`config.mk`:
```
export PLATFORM = sky130hd
export DESIGN_NAME = pps_port_seq
export DESIGN_NICKNAME = d
export VERILOG_FILES = /design/src/logic/pps_cap_result.v /design/src/logic/pps_cool_timer.v /design/src/logic/pps_port_seq.v
export VERILOG_INCLUDE_DIRS = /design/src /design/src/inc
export SDC_FILE = /design/constraint.sdc
export NUM_CORES = 1
export LEC_CHECK = 0
export BUFFER_PORTS_ARGS = -buffer_cell sky130_fd_sc_hd__buf_2
export CAP_MARGIN = 20
export CELL_PAD_IN_SITES_DETAIL_PLACEMENT = 1
export CELL_PAD_IN_SITES_GLOBAL_PLACEMENT = 1
export CORE_AREA = 2 2 189 228
export CTS_CLUSTER_DIAMETER = 30
export CTS_CLUSTER_SIZE = 30
export DETAILED_ROUTE_END_ITERATION = 16
export DIE_AREA = 0 0 191 230
export PLACE_DENSITY = 0.69
export SETUP_SLACK_MARGIN = 0.05
export SLEW_MARGIN = 20
export SYNTH_ARGS = -nofsm -noshare
export SYNTH_HDL_FRONTEND = slang
export SYNTH_SLANG_ARGS = --single-unit
```
`constraint.sdc`:
```
create_clock -name clk -period 7 [get_ports clk]
set_clock_uncertainty 0.05 [all_clocks]
set_input_delay 0 -clock clk [delete_from_list [all_inputs] [get_ports clk]]
set_output_delay 0 -clock clk [all_outputs]
set_load 0.02 [all_outputs]
```
`src/inc/pps_defs.vh`:
```
// constants for the port sequencer and legacy capacitance result block
// assumes inclusion by bare name from the logic files
`ifndef PPS_DEFS_VH
`define PPS_DEFS_VH
// ----------------------------------------
// register command codes
// ----------------------------------------
`define PPS_PORT3_CAP_LOW 8'h6c
`define PPS_PORT3_CAP_HIGH 8'h6d
`define PPS_PORT4_CAP_LOW 8'h6e
`define PPS_PORT4_CAP_HIGH 8'h6f
`define PPS_RSVD_A 8'h1b
`define PPS_RSVD_B 8'h1d
`define PPS_RSVD_C 8'h1e
`define PPS_RSVD_D 8'h1f
`define PPS_RSVD_E 8'h22
`define PPS_RSVD_F 8'h23
`define PPS_RSVD_G 8'h24
`define PPS_RSVD_H 8'h25
`define PPS_RSVD_I 8'h59
// ----------------------------------------
// field layout and reset values
// ----------------------------------------
`define PPS_CNT_W 12
`define PPS_STAT_LSB 4
`define PPS_CNT_HI_MSB 11
`define PPS_CNT_HI_LSB 8
`define PPS_CAP_RESET 8'h00
// step of one count, microvolts
`define PPS_STEP_UV 4884
// ----------------------------------------
// measurement status codes
// ----------------------------------------
`define PPS_VS_POR 4'h0
`define PPS_VS_VALID 4'h1
`define PPS_VS_DISCH_TMO 4'h2
`define PPS_VS_FIRST_TMO 4'h3
`define PPS_VS_FIRST_CLAMP 4'h4
`define PPS_VS_SECOND_CLAMP 4'h5
`define PPS_VS_LOW_SIGNAL 4'h6
// ----------------------------------------
// timing
// ----------------------------------------
`define PPS_CLK_HZ 125000000
`define PPS_COOL_1S_MS 1000
`define PPS_COOL_2S_MS 2000
`define PPS_COOL_4S_MS 4000
`define PPS_CYC_PER_MS (`PPS_CLK_HZ / 1000)
`endif

```
`src/logic/pps_cap_result.v`:
```
// one port's capacitance result register pair
// assumes meas inputs are synchronous single-cycle strobes from the front end
`include "pps_defs.vh"
module pps_cap_result (
  input wire clk,
  input wire rst_n,
  input wire legacyEn,
  input wire measDone,
  input wire [3:0] measStatus,
  input wire [11:0] measCount,
  output wire [7:0] lowByte,
  output wire [7:0] highByte
);
  reg [3:0] status_q;
  reg [11:0] count_q;
  reg legacyEn_q;
  // ----------------------------------------
  // capture
  // ----------------------------------------
  always @(posedge clk or negedge rst_n) begin
    if (!rst_n) begin
      status_q <= `PPS_VS_POR;
      count_q <= 12'h000;
      legacyEn_q <= 1'b0;
    end else begin
      legacyEn_q <= legacyEn;
      // status and count are loaded in one edge so a pair never mixes
      if (legacyEn && measDone) begin
        status_q <= measStatus;
        count_q <= measCount;
      end else if (legacyEn && !legacyEn_q) begin
        status_q <= `PPS_VS_POR;
      end
      // otherwise held in every mode
    end
  end
  assign lowByte = count_q[7:0];
  assign highByte = {status_q, count_q[11:8]};
endmodule // pps_cap_result

```
`src/logic/pps_cool_timer.v`:
```
// cool-down timer for one port
// assumes start is a one-cycle strobe; sel is stable while counting
`include "pps_defs.vh"
module pps_cool_timer #(
  parameter CYC_PER_MS = `PPS_CYC_PER_MS
) (
  input wire clk,
  input wire rst_n,
  input wire start,
  input wire [1:0] sel,
  output reg done
);
  reg [31:0] cnt_q;
  reg run_q;
  reg [31:0] limit;
  always @* begin
    case (sel)
      2'h2: limit = `PPS_COOL_2S_MS * CYC_PER_MS;
      2'h3: limit = `PPS_COOL_4S_MS * CYC_PER_MS;
      default: limit = `PPS_COOL_1S_MS * CYC_PER_MS;
    endcase
  end
  always @(posedge clk or negedge rst_n) begin
    if (!rst_n) begin
      cnt_q <= 32'h0;
      run_q <= 1'b0;
      done <= 1'b0;
    end else begin
      done <= 1'b0;
      if (start) begin
        cnt_q <= 32'h1;
        run_q <= 1'b1;
      end else if (run_q) begin
        if (cnt_q >= limit) begin
          run_q <= 1'b0;
          done <= 1'b1;
        end else begin
          cnt_q <= cnt_q + 32'h1;
        end
      end
    end
  end
endmodule // pps_cool_timer

```
`src/logic/pps_port_seq.v`:
```
// Function
// - host reads the port 3 and port 4 results as two read-only bytes, low first
// - low byte count[7:0]; high byte status[7:4], count[11:8]; reset zero
// - inject fixed charge and report voltage change as 12-bit count
// - one count equals a fixed 4.884 mV step
// - measure only when legacy detection is enabled for that port
// - status holds power-on code after enable until a measurement completes
// - count stays in every mode until a later measurement replaces it; status also returns to power-on code when enable rises
// - status codes 2..6 name discharge, first level, clamp, signal failures
// - auto mode detects, classifies up to class 4, then powers
// - powered port shuts on faults and removes power on disconnect
// - after power-off command or disconnect, detect again at once
// - after start, cut or hard-limit fault, cool down then detect
// - no power without valid detect or with bad classification
// - lock out when main supply falls below its falling threshold
// - cool-down select 0x gives 1 s, 10 gives 2 s, 11 gives 4 s
//
// top of the port sequencer: result registers of ports 3 and 4 and the
// automatic sequencing of all four ports
// assumes analog front end strobes arrive on clk; the uvlo comparator is an
// asynchronous pin and is synchronised here
`include "pps_defs.vh"
module pps_port_seq #(
  parameter NPORT = 4,
  parameter CYC_PER_MS = `PPS_CYC_PER_MS
) (
  input wire clk,
  input wire rst_n,
  // register read and write port
  input wire regRd,
  input wire regWr,
  input wire [7:0] regAddr,
  output reg [7:0] regRdData,
  output reg rsvdWriteSeen,
  // mode and configuration
  input wire autoMode,
  input wire [NPORT-1:0] legacyEn,
  input wire [1:0] cooldown_period_sel,
  input wire [NPORT-1:0] powerOffCmd,
  input wire supplyBelowUv,
  // front end strobes per port
  input wire [NPORT-1:0] detDone,
  input wire [NPORT-1:0] detValid,
  input wire [NPORT-1:0] clsDone,
  input wire [NPORT*3-1:0] clsResult,
  input wire [NPORT-1:0] startFault,
  input wire [NPORT-1:0] overload_cut_limit,
  input wire [NPORT-1:0] hard_current_limit,
  input wire [NPORT-1:0] mpsLost,
  input wire [NPORT-1:0] capDone,
  input wire [NPORT*4-1:0] capStatus,
  input wire [NPORT*12-1:0] capCount,
  // per-port outputs and supply lockout
  output wire [NPORT-1:0] detectReq,
  output wire [NPORT-1:0] classReq,
  output wire [NPORT-1:0] capMeasReq,
  output wire [NPORT-1:0] portPowerEn,
  output wire [NPORT*3-1:0] portClass,
  output reg uvLockout
);
  // ----------------------------------------
  // states
  // ----------------------------------------
  localparam ST_IDLE = 3'h0;
  localparam ST_DETECT = 3'h1;
  localparam ST_CAPMEAS = 3'h2;
  localparam ST_CLASS = 3'h3;
  localparam ST_POWER = 3'h4;
  localparam ST_COOL = 3'h5;
  // class result codes from the front end
  localparam CLS_MAX = 3'h4;
  localparam CLS_OVERCUR = 3'h5;
  localparam CLS_MISMATCH = 3'h6;
  localparam CLS_UNKNOWN = 3'h7;

  // ----------------------------------------
  // supply comparator synchroniser
  // ----------------------------------------
  // resets to locked so no port acts before the supply is known good
  reg uvMeta_q;
  reg uvSync_q;
  always @(posedge clk or negedge rst_n) begin
    if (!rst_n) begin
      uvMeta_q <= 1'b1;
      uvSync_q <= 1'b1;
      uvLockout <= 1'b1;
    end else begin
      uvMeta_q <= supplyBelowUv;
      uvSync_q <= uvMeta_q;
      uvLockout <= uvSync_q;
    end
  end

  // ----------------------------------------
  // per-port sequencer
  // ----------------------------------------
  genvar g;
  generate
    for (g = 0; g < NPORT; g = g + 1) begin : gPort
      reg [2:0] state_q;
      reg [2:0] state_d;
      reg detReq_q;
      reg detReq_d;
      reg clsReq_q;
      reg clsReq_d;
      reg capReq_q;
      reg capReq_d;
      reg power_q;
      reg power_d;
      reg [2:0] class_q;
      reg [2:0] class_d;
      reg coolStart_q;
      reg coolStart_d;
      wire coolDone;
      wire [2:0] cls = clsResult[g*3 +: 3];
      wire fault = startFault[g] | overload_cut_limit[g] |
                   hard_current_limit[g];
      // classes the front end cannot serve are refused outright
      wire clsBad = (cls == CLS_OVERCUR) || (cls == CLS_MISMATCH) ||
                    (cls == CLS_UNKNOWN) || (cls > CLS_MAX);

      // one timer per port so a fault on one never delays another
      pps_cool_timer #(
        .CYC_PER_MS(CYC_PER_MS)
      ) uCool (
        .clk(clk),
        .rst_n(rst_n),
        .start(coolStart_q),
        .sel(cooldown_period_sel),
        .done(coolDone)
      );

      // ----------------------------------------
      // next state
      // ----------------------------------------
      always @* begin
        state_d = state_q;
        detReq_d = detReq_q;
        clsReq_d = clsReq_q;
        capReq_d = capReq_q;
        power_d = power_q;
        class_d = class_q;
        coolStart_d = 1'b0;
        // lockout or leaving auto drops the port; host owns it then
        if (uvLockout || !autoMode) begin
          state_d = ST_IDLE;
          detReq_d = 1'b0;
          clsReq_d = 1'b0;
          capReq_d = 1'b0;
          power_d = 1'b0;
        end else begin
          case (state_q)
            ST_IDLE: begin
              state_d = ST_DETECT;
              detReq_d = 1'b1;
            end
            ST_DETECT: begin
              // a failed signature falls back to the capacitance check when legacy is enabled, else to idle
              if (detDone[g]) begin
                detReq_d = 1'b0;
                if (detValid[g]) begin
                  state_d = ST_CLASS;
                  clsReq_d = 1'b1;
                end else if (legacyEn[g]) begin
                  state_d = ST_CAPMEAS;
                  capReq_d = 1'b1;
                end else begin
                  state_d = ST_IDLE;
                end
              end
            end
            ST_CAPMEAS: begin
              // legacy result is reported only; never powers the port
              if (capDone[g]) begin
                capReq_d = 1'b0;
                state_d = ST_IDLE;
              end
            end
            ST_CLASS: begin
              if (clsDone[g]) begin
                clsReq_d = 1'b0;
                if (clsBad) begin
                  state_d = ST_IDLE;
                end else begin
                  // class steers the front end's cut threshold
                  class_d = cls;
                  power_d = 1'b1;
                  state_d = ST_POWER;
                end
              end
            end
            ST_POWER: begin
              // a fault outranks a disconnect: a tripped port must cool
              if (fault) begin
                power_d = 1'b0;
                coolStart_d = 1'b1;
                state_d = ST_COOL;
              end else if (powerOffCmd[g] || mpsLost[g]) begin
                power_d = 1'b0;
                state_d = ST_DETECT;
                detReq_d = 1'b1;
              end
            end
            ST_COOL: begin
              // no detection until the whole period has run out
              if (coolDone) begin
                state_d = ST_DETECT;
                detReq_d = 1'b1;
              end
            end
            default: begin
              state_d = ST_IDLE;
            end
          endcase
        end
      end

      // ----------------------------------------
      // port flops
      // ----------------------------------------
      always @(posedge clk or negedge rst_n) begin
        if (!rst_n) begin
          state_q <= ST_IDLE;
          detReq_q <= 1'b0;
          clsReq_q <= 1'b0;
          capReq_q <= 1'b0;
          power_q <= 1'b0;
          class_q <= 3'h0;
          coolStart_q <= 1'b0;
        end else begin
          state_q <= state_d;
          detReq_q <= detReq_d;
          clsReq_q <= clsReq_d;
          capReq_q <= capReq_d;
          power_q <= power_d;
          class_q <= class_d;
          coolStart_q <= coolStart_d;
        end
      end

      // each port bit comes straight from its own flop
      assign detectReq[g] = detReq_q;
      assign classReq[g] = clsReq_q;
      assign capMeasReq[g] = capReq_q;
      assign portPowerEn[g] = power_q;
      assign portClass[g*3 +: 3] = class_q;
    end
  endgenerate

  // ----------------------------------------
  // legacy result registers, ports 3 and 4
  // ----------------------------------------
  wire [7:0] p3Low;
  wire [7:0] p3High;
  wire [7:0] p4Low;
  wire [7:0] p4High;
  // ports 1 and 2 keep no result registers in this block
  // count passes unscaled; one count is one fixed step
  pps_cap_result uRes3 (
    .clk(clk),
    .rst_n(rst_n),
    .legacyEn(legacyEn[2]),
    .measDone(capDone[2]),
    .measStatus(capStatus[11:8]),
    .measCount(capCount[35:24]),
    .lowByte(p3Low),
    .highByte(p3High)
  );
  pps_cap_result uRes4 (
    .clk(clk),
    .rst_n(rst_n),
    .legacyEn(legacyEn[3]),
    .measDone(capDone[3]),
    .measStatus(capStatus[15:12]),
    .measCount(capCount[47:36]),
    .lowByte(p4Low),
    .highByte(p4High)
  );

  // ----------------------------------------
  // register read
  // ----------------------------------------
  // high byte is snapshotted when the low byte is read, so a two-byte
  // transfer returns one measurement even if a new one lands between
  reg [7:0] p3HighSnap_q;
  reg [7:0] p4HighSnap_q;
  reg [7:0] rdNext;
  // a host write to these codes is refused and only flagged
  wire isRsvd = (regAddr == `PPS_RSVD_A) || (regAddr == `PPS_RSVD_B) ||
                (regAddr == `PPS_RSVD_C) || (regAddr == `PPS_RSVD_D) ||
                (regAddr == `PPS_RSVD_E) || (regAddr == `PPS_RSVD_F) ||
                (regAddr == `PPS_RSVD_G) || (regAddr == `PPS_RSVD_H) ||
                (regAddr == `PPS_RSVD_I);
  // unmapped codes read as zero
  always @* begin
    case (regAddr)
      `PPS_PORT3_CAP_LOW: rdNext = p3Low;
      `PPS_PORT3_CAP_HIGH: rdNext = p3HighSnap_q;
      `PPS_PORT4_CAP_LOW: rdNext = p4Low;
      `PPS_PORT4_CAP_HIGH: rdNext = p4HighSnap_q;
      default: rdNext = 8'h00;
    endcase
  end

  // ----------------------------------------
  // read data
  // ----------------------------------------
  always @(posedge clk or negedge rst_n) begin
    if (!rst_n) begin
      regRdData <= `PPS_CAP_RESET;
    end else if (regRd) begin
      regRdData <= rdNext;
    end
  end

  // ----------------------------------------
  // high byte snapshots
  // ----------------------------------------
  always @(posedge clk or negedge rst_n) begin
    if (!rst_n) begin
      p3HighSnap_q <= `PPS_CAP_RESET;
      p4HighSnap_q <= `PPS_CAP_RESET;
    end else begin
      if (regRd && regAddr == `PPS_PORT3_CAP_LOW) begin
        p3HighSnap_q <= p3High;
      end
      if (regRd && regAddr == `PPS_PORT4_CAP_LOW) begin
        p4HighSnap_q <= p4High;
      end
    end
  end

  // ----------------------------------------
  // reserved write flag
  // ----------------------------------------
  // reserved writes are dropped; flag only, sticky until reset
  always @(posedge clk or negedge rst_n) begin
    if (!rst_n) begin
      rsvdWriteSeen <= 1'b0;
    end else if (regWr && isRsvd) begin
      rsvdWriteSeen <= 1'b1;
    end
  end
endmodule // pps_port_seq

```
==> results of run 1 <==
==> path summary, 6_finish.rpt <==
path | to | depth (start not counted) | from
hold reg to reg | uvSync_q | 0 | uvMeta_q
hold / removal | gPort[3].uCool.cnt_q[22] | 2 | rst_n
setup / recovery | gPort[1].uCool.cnt_q[0] | 12 | cooldown_period_sel[1]
setup reg to reg | gPort[3].power_q | 9 | gPort[3].state_q[1]
max in group asynchronous | gPort[0].clsReq_q | 3 | rst_n
min in group clk | gPort[1].detReq_q | 5 | powerOffCmd[1]
==> critical path, cell delays in order <==
cell       delay, ns
buf_2           0.11
buf_4           0.58
nand2_1         0.76
ha_1            0.60
nand3_1         0.10
nor4_1          0.32
nand3_1         0.23
a2111oi_2       0.66
buf_4           0.28
or2_2           0.29
nor3_1          0.07
or3_1           0.34
==> synthesized netlist by cell type, types with 12 or more instances <==
cell type / count
a21oi_1: 112
a31o_2: 15
a31oi_1: 21
and2_1: 12
and3_1: 22
buf_2: 14
buf_4: 21
clkbuf_1: 58
dfrtp_1: 239
ha_1: 56
inv_1: 54
mux2_2: 73
nand2_1: 79
nand2b_1: 22
nand3_1: 66
nand4_1: 44
nand4b_1: 20
nor2_1: 97
nor2b_1: 36
nor3_1: 40
nor4_1: 25
o21ai_0: 70
o31ai_1: 27
or3_1: 25
or4_1: 25
xnor2_1: 36
==> per-layer routing <==
metal / global-route usage / wire length (um)
met4: 0.0901 / 1440
met1: 0.225 / 17700
met3: 0.0357 / 1660
met2: 0.376 / 23700
met5: 0 / 0
==> sequential cells by signal (all words and copies together) (netlist names), 8 cells and up <==
register           flops
gPort.class_q         12
gPort.state_q         12
gPort.uCool.cnt_q    128
p3HighSnap_q           8
p4HighSnap_q           8
regRdData              8
uRes3.count_q         12
uRes4.count_q         12
==> final cells by class <==
type                            count  area [sq um]
Antenna cell                        1          2.50
Clock buffer                       80          1760
Clock inverter                     40           599
Fill cell                        4616         22700
Inverter                           54           203
Multi-Input combinational cell   1114          7600
Sequential cell                   242          6060
Tap cell                          546           683
Timing Repair Buffer              267          1970
==> power breakdown <==
| part | internal, mW | leakage, nW | switching [mW] |
|---|---|---|---|
| logic | 0.250 | 3.96 | 0.312 |
| registers | 1.52 | 3.04 | 0.120 |
| clock network | 2.21 | 1.12 | 0.982 |
==> cells by family (layout without fill, tap and decap cells) <==
kind of cell / Yosys count / count (layout)
AO/OA/AOI/OAI: 358 / 358
other: 0 / 1
AND/OR/NAND/NOR: 572 / 572
multiplexers: 78 / 78
adder cells (fa/ha/maj): 65 / 65
buffers and inverters: 160 / 441
XOR/XNOR: 41 / 41
flip-flops: 242 / 242
==> timing repair <==
action / CTS / global route
setup buffers: 0 / 0
hold buffers: 114 / 0
hold endpoints to repair: 192 / 0
==> stage by stage <==
| stage | setup slack (ns) | utilization | hold WS (ns) |
|---|---|---|---|
| floorplan | 3.37 | - | -0.346 |
| global placement | 2.39 | 0.370 | 0.0513 |
| detailed placement | 2.17 | 0.370 | 0.0526 |
| CTS | 2.77 | 0.454 | 0.00415 |
| global route | 2.63 | 0.454 | 0.0366 |
| finish | 3.02 | 0.454 | -0.0171 |
==> flow_summary_export.csv, run 1 <==
group,metric,value,unit
floorplanning,die_height,230,um
synthesis,synth_ff_type,"dfrtp_1",
critical_path,cp-end-kind,"flip-flop",
synthesis,muxShareOfSynthArea,0.0606,
power_and_ir_drop,p_leak,8.12,nW
clocking,post_cts_resized,0,
sta,tns,0,ns
sta,hold_viol,2,
synthesis,netlist_area,0.0144,sq mm
synthesis,async_flop_share,1.00,
synthesis,synth.top_cell.area_share,0.415,
layout,fin_area,0.0189,sq mm
clocking,cts_sinks,242,
placed_design,postPlaceCellArea,0.0154,sq mm
placed_design,place_inst,2109,
layout,drive_gt1_frac,0.222,
synthesis,synth_compound_area_frac,0.163,
clocking,clockBufferDepth,3,
synthesis,synth_top_family_by_area,"simple AND/OR/NAND/NOR gates",
critical_path,crit_type,"input pin to flip-flop",
floorplanning,die-area,0.0439,sq mm
drt,avgViaCountPerCell,5.58,
critical_path,cp_data_required_time,7.40,ns
job,maxCapViolCount,0,
sta,max_freq,251,MHz
floorplanning,die-width,191,um
sta,hold_ws,-0.0171,ns
layout,most-common-layout-cells,"dfrtp_1 (239), buf_2 (136), dlygate4sd3_1 (114), a21oi_1 (112), nor2_1 (97)",
synthesis,synthDistinctLibCells,80,
power_and_ir_drop,peakVddDrop,0.000215,V
placed_design,hpwl,26600,um
synthesis,ys_ff_latch,242,
clocking,numCtsBuffers,66,
layout,layout_commonest_cell,"dfrtp_1",
sta,finalSetupViolCount,0,
synthesis,ys_seq_area_frac,0.421,
clocking,cts_root_buf,"clkbuf_16",
clocking,path_clk_slew,0.04,ns
placed_design,port_buffers,137,
sta,fin_crit,3.98,ns
placed_design,gp_congestion,0.771,
power_and_ir_drop,power.total,5.39,mW
clocking,htree_levels,3,
sta,maxSlewViolCount,0,
synthesis,yosysTopAreaCell,"dfrtp_1",
drt,first_pass_iters,4,
global_route,grt_pass1_vias,14400,
drt,avgRoutedWirePerCell,19.0,um
layout,nNetsFinal,1933,
synthesis,ys_warn_count,0,
synthesis,synth_cells,1516,
floorplanning,io_pins,170,
synthesis,synthTopCellsByArea,"dfrtp_1 (42%), mux2_2 (5.7%), ha_1 (4.9%)",
layout,areaGrowthSynthToFinish,31.2,%
synthesis,synth_edf_count,0,
drt,num_vias,13100,
synthesis,synthAdderAreaFrac,0.0553,
sta,fin_crit_sh,0.569,
sta,worst_slew_pin_slew,0.927,ns
critical_path,startpoint_type,"input pin",
drt,drt-initial-drc-count,486,
floorplanning,rows,82,
run_status,status,"finished, violations left",
critical_path,reg2reg_slack,3.75,ns
sta,slew_headroom,0.381,
power_and_ir_drop,p_per_area,286,mW/mm^2
synthesis,avgSynthCellArea,9.50,sq um
min_path,hold_path_class,"input pin to async pin",
global_route,track_usage,0.203,
run_status,violations,"negative hold slack",
floorplanning,initial_core_util,0.346,
sta,rsz0062_at_grt,"false",
floorplanning,design.core.area,0.0416,sq mm
global_route,antenna_found_initial,1,
synthesis,yosys.area_share.simple,0.223,
critical_path,critPathArrivalTime,4.38,ns
clocking,clock_latency,0.57,ns
drt,ant_nets,0,
layout,fin_cells,2344,
global_route,grt_max_degree,138,
synthesis,syn_nets,1704,
global_route,grt_pass1_wl,73000,um
global_route,gr-total-overflow,0,
drt,postRouteWirelength,44500,um
drt,drc,0,
critical_path,cp_max_fo,68,
clocking,cts_tree,"yes",
synthesis,synthXorXnorAreaFrac,0.0249,
No activity file was read; power rests on OpenSTA's default activity.
==> inputs of run 2 (changes only) <==
- clock period: 7 -> 3.7 ns (I/O delays scaled with it)
==> run 2 against run 1 <==
Against the previous run: the flow still finishes with violations (negative hold slack); clock-buffer cell count is 1 lower; sequential share of layout area is 0.18 points higher; critical path depth is 3 lower; sequential cell count stayed put; power is 77% higher; first-iteration DRC count is 21% higher; via count is 0.42% higher; cell count is 0.55% higher.
==> flow_summary_export.csv, run 2 (same netlist as run 1, synthesis figures left out) <==
group,metric,value,unit
layout,drive_gt1_frac,0.224,
drt,postRouteWirelength,45500,um
floorplanning,io_pins,170,
clocking,clock_latency,0.62,ns
drt,first_pass_iters,4,
layout,nNetsFinal,1949,
critical_path,cp_data_required_time,4.12,ns
sta,finalSetupViolCount,0,
layout,fin_cells,2357,
power_and_ir_drop,swShare,0.269,
floorplanning,rows,82,
floorplanning,initial_core_util,0.346,
clocking,numCtsBuffers,58,
global_route,gr-total-overflow,0,
layout,utilization,0.452,
global_route,grt_pass1_vias,14400,
sta,fin_crit_sh,0.918,
placed_design,gp_congestion,0.805,
global_route,track_usage,0.210,
run_status,status,"finished, violations left",
global_route,grt_pass1_wl,75300,um
power_and_ir_drop,power.internal,6.97,mW
job,maxCapViolCount,0,
floorplanning,die-area,0.0439,sq mm
clocking,htree_levels,2,
sta,maxSlewViolCount,0,
power_and_ir_drop,peakVddDrop,0.000455,V
run_status,violations,"negative hold slack",
layout,top_register,"gPort.uCool.cnt_q",
critical_path,critPathArrivalTime,3.82,ns
power_and_ir_drop,sequentialPowerShare,0.326,
sta,tns,0,ns
placed_design,port_buffers,137,
clocking,post-cts-setup-buffer-count,0,
sta,slew_headroom,0.395,
drt,avgViaCountPerCell,5.57,
power_and_ir_drop,p_per_area,507,mW/mm^2
clocking,clockBufferDepth,3,
drt,avgRoutedWirePerCell,19.3,um
drt,drt-initial-drc-count,590,
drt,num_vias,13100,
layout,nFillCells,4686,
placed_design,place_ws,0.270,ns
sta,hold_viol,1,
layout,most-common-layout-cells,"dfrtp_1 (238), buf_2 (136), dlygate4sd3_1 (118), a21oi_1 (112), nor2_1 (97)",
floorplanning,design.core.area,0.0416,sq mm
layout,layout_commonest_cell,"dfrtp_1",
power_and_ir_drop,pwr-share-comb,0.115,
sta,fin_crit,3.40,ns
clocking,cts_sinks,242,
floorplanning,die_height,230,um
critical_path,cp-end-kind,"flip-flop",
critical_path,cp_max_fo,14,
critical_path,startpoint_type,"flip-flop",
sta,worst_slew_pin_slew,0.907,ns
layout,areaGrowthSynthToFinish,30.4,%
min_path,hold_path_class,"input pin to async pin",
drt,drc,0,
sta,rsz0062_at_grt,"false",
power_and_ir_drop,power_switching,2.56,mW
global_route,grt_max_degree,111,
sta,setup_slack,0.304,ns
critical_path,crit_type,"flip-flop to flip-flop",
placed_design,hpwl,28000,um
global_route,antenna_found_initial,1,
power_and_ir_drop,p_leak,8.10,nW
drt,ant_nets,0,
layout,largest_reg_flops,128,
power_and_ir_drop,p_clk_frac,0.559,
clocking,cts_tree,"yes",
placed_design,place_inst,2129,
clocking,cts_root_buf,"clkbuf_16",
floorplanning,die-width,191,um
sta,hold_ws,-0.00561,ns
sta,max_freq,294,MHz
clocking,path_clk_slew,0.05,ns
[run 2: path summary, 6_finish.rpt]
path,slack [ns],end,cells after the start,startpoint
worst max-delay path,0.30,gPort[1].state_q[0],9,uvLockout
worst min-delay path,-0.006,gPort[3].uCool.cnt_q[24],2,rst_n
worst max register to register,0.30,gPort[1].state_q[0],9,uvLockout
worst min register to register,0.30,uvSync_q,0,uvMeta_q
max in group asynchronous,2.48,uvLockout,3,rst_n
min in group clk,0.04,gPort[1].capReq_q,6,capDone[1]
[run 2: layout make-up]
class                      count  area, sq um  share of cell area
multi-input combinational   1114         7610               0.405
sequential                   242         6060               0.323
timing repair buffer         291         2160               0.115
clock buffer                  79         1640              0.0873
tap                          546          683              0.0364
clock inverter                30          425              0.0227
inverter                      54          203              0.0108
antenna                        1         2.50            0.000133
[run 2: critical path, stage by stage, from the launching register on]
cell and delay (ns):
dfstp_2 0.53, nand2b_1 0.47, buf_4 0.29, nor3_1 0.08
dlygate4sd3_1 0.55, nand3_1 0.08, dlygate4sd3_1 0.58, o31a_1 0.20
nand3_1 0.16, mux2_2 0.30
[run 2: routing by layer]
metal  vias to the layer above  part of all wire  wire length, um  track usage
met1                      6615              0.39            17900        0.232
met5                         -                 0                0            0
met3                       119             0.038             1730       0.0360
met2                       259              0.54            24400        0.388
met4                         0             0.034             1570       0.0928
li1                       6136                 -                -            -
[run 2: power by group through the flow]
stage | clock (mW) | sequential, mW | combinational (mW)
CTS | 5.40 | 3.10 | 1.08
floorplan | 0 | 3.08 | 0.659
global route | 5.57 | 3.14 | 1.23
finish | 5.33 | 3.11 | 1.09
global placement | 0 | 3.12 | 0.928
detailed placement | 0 | 3.13 | 0.972
[run 2: through the flow]
step / area [sq um] / total power [mW] / hold slack, ns
floorplan: 14400 / 3.74 / -0.346
detailed placement: 15500 / 4.10 / 0.0565
global placement: 15500 / 4.04 / 0.0553
finish: 18800 / 9.53 / -0.00561
CTS: 18800 / 9.58 / 0.0115
global route: 18800 / 9.93 / 0.0764
[run 2: timing repair]
| action | in CTS | in global routing |
|---|---|---|
| hold buffers | 118 | 1 |
| endpoints found under the hold margin | 193 | 1 |
| resized for setup | 0 | 1 |
| setup endpoints to repair | 0 | 1 |
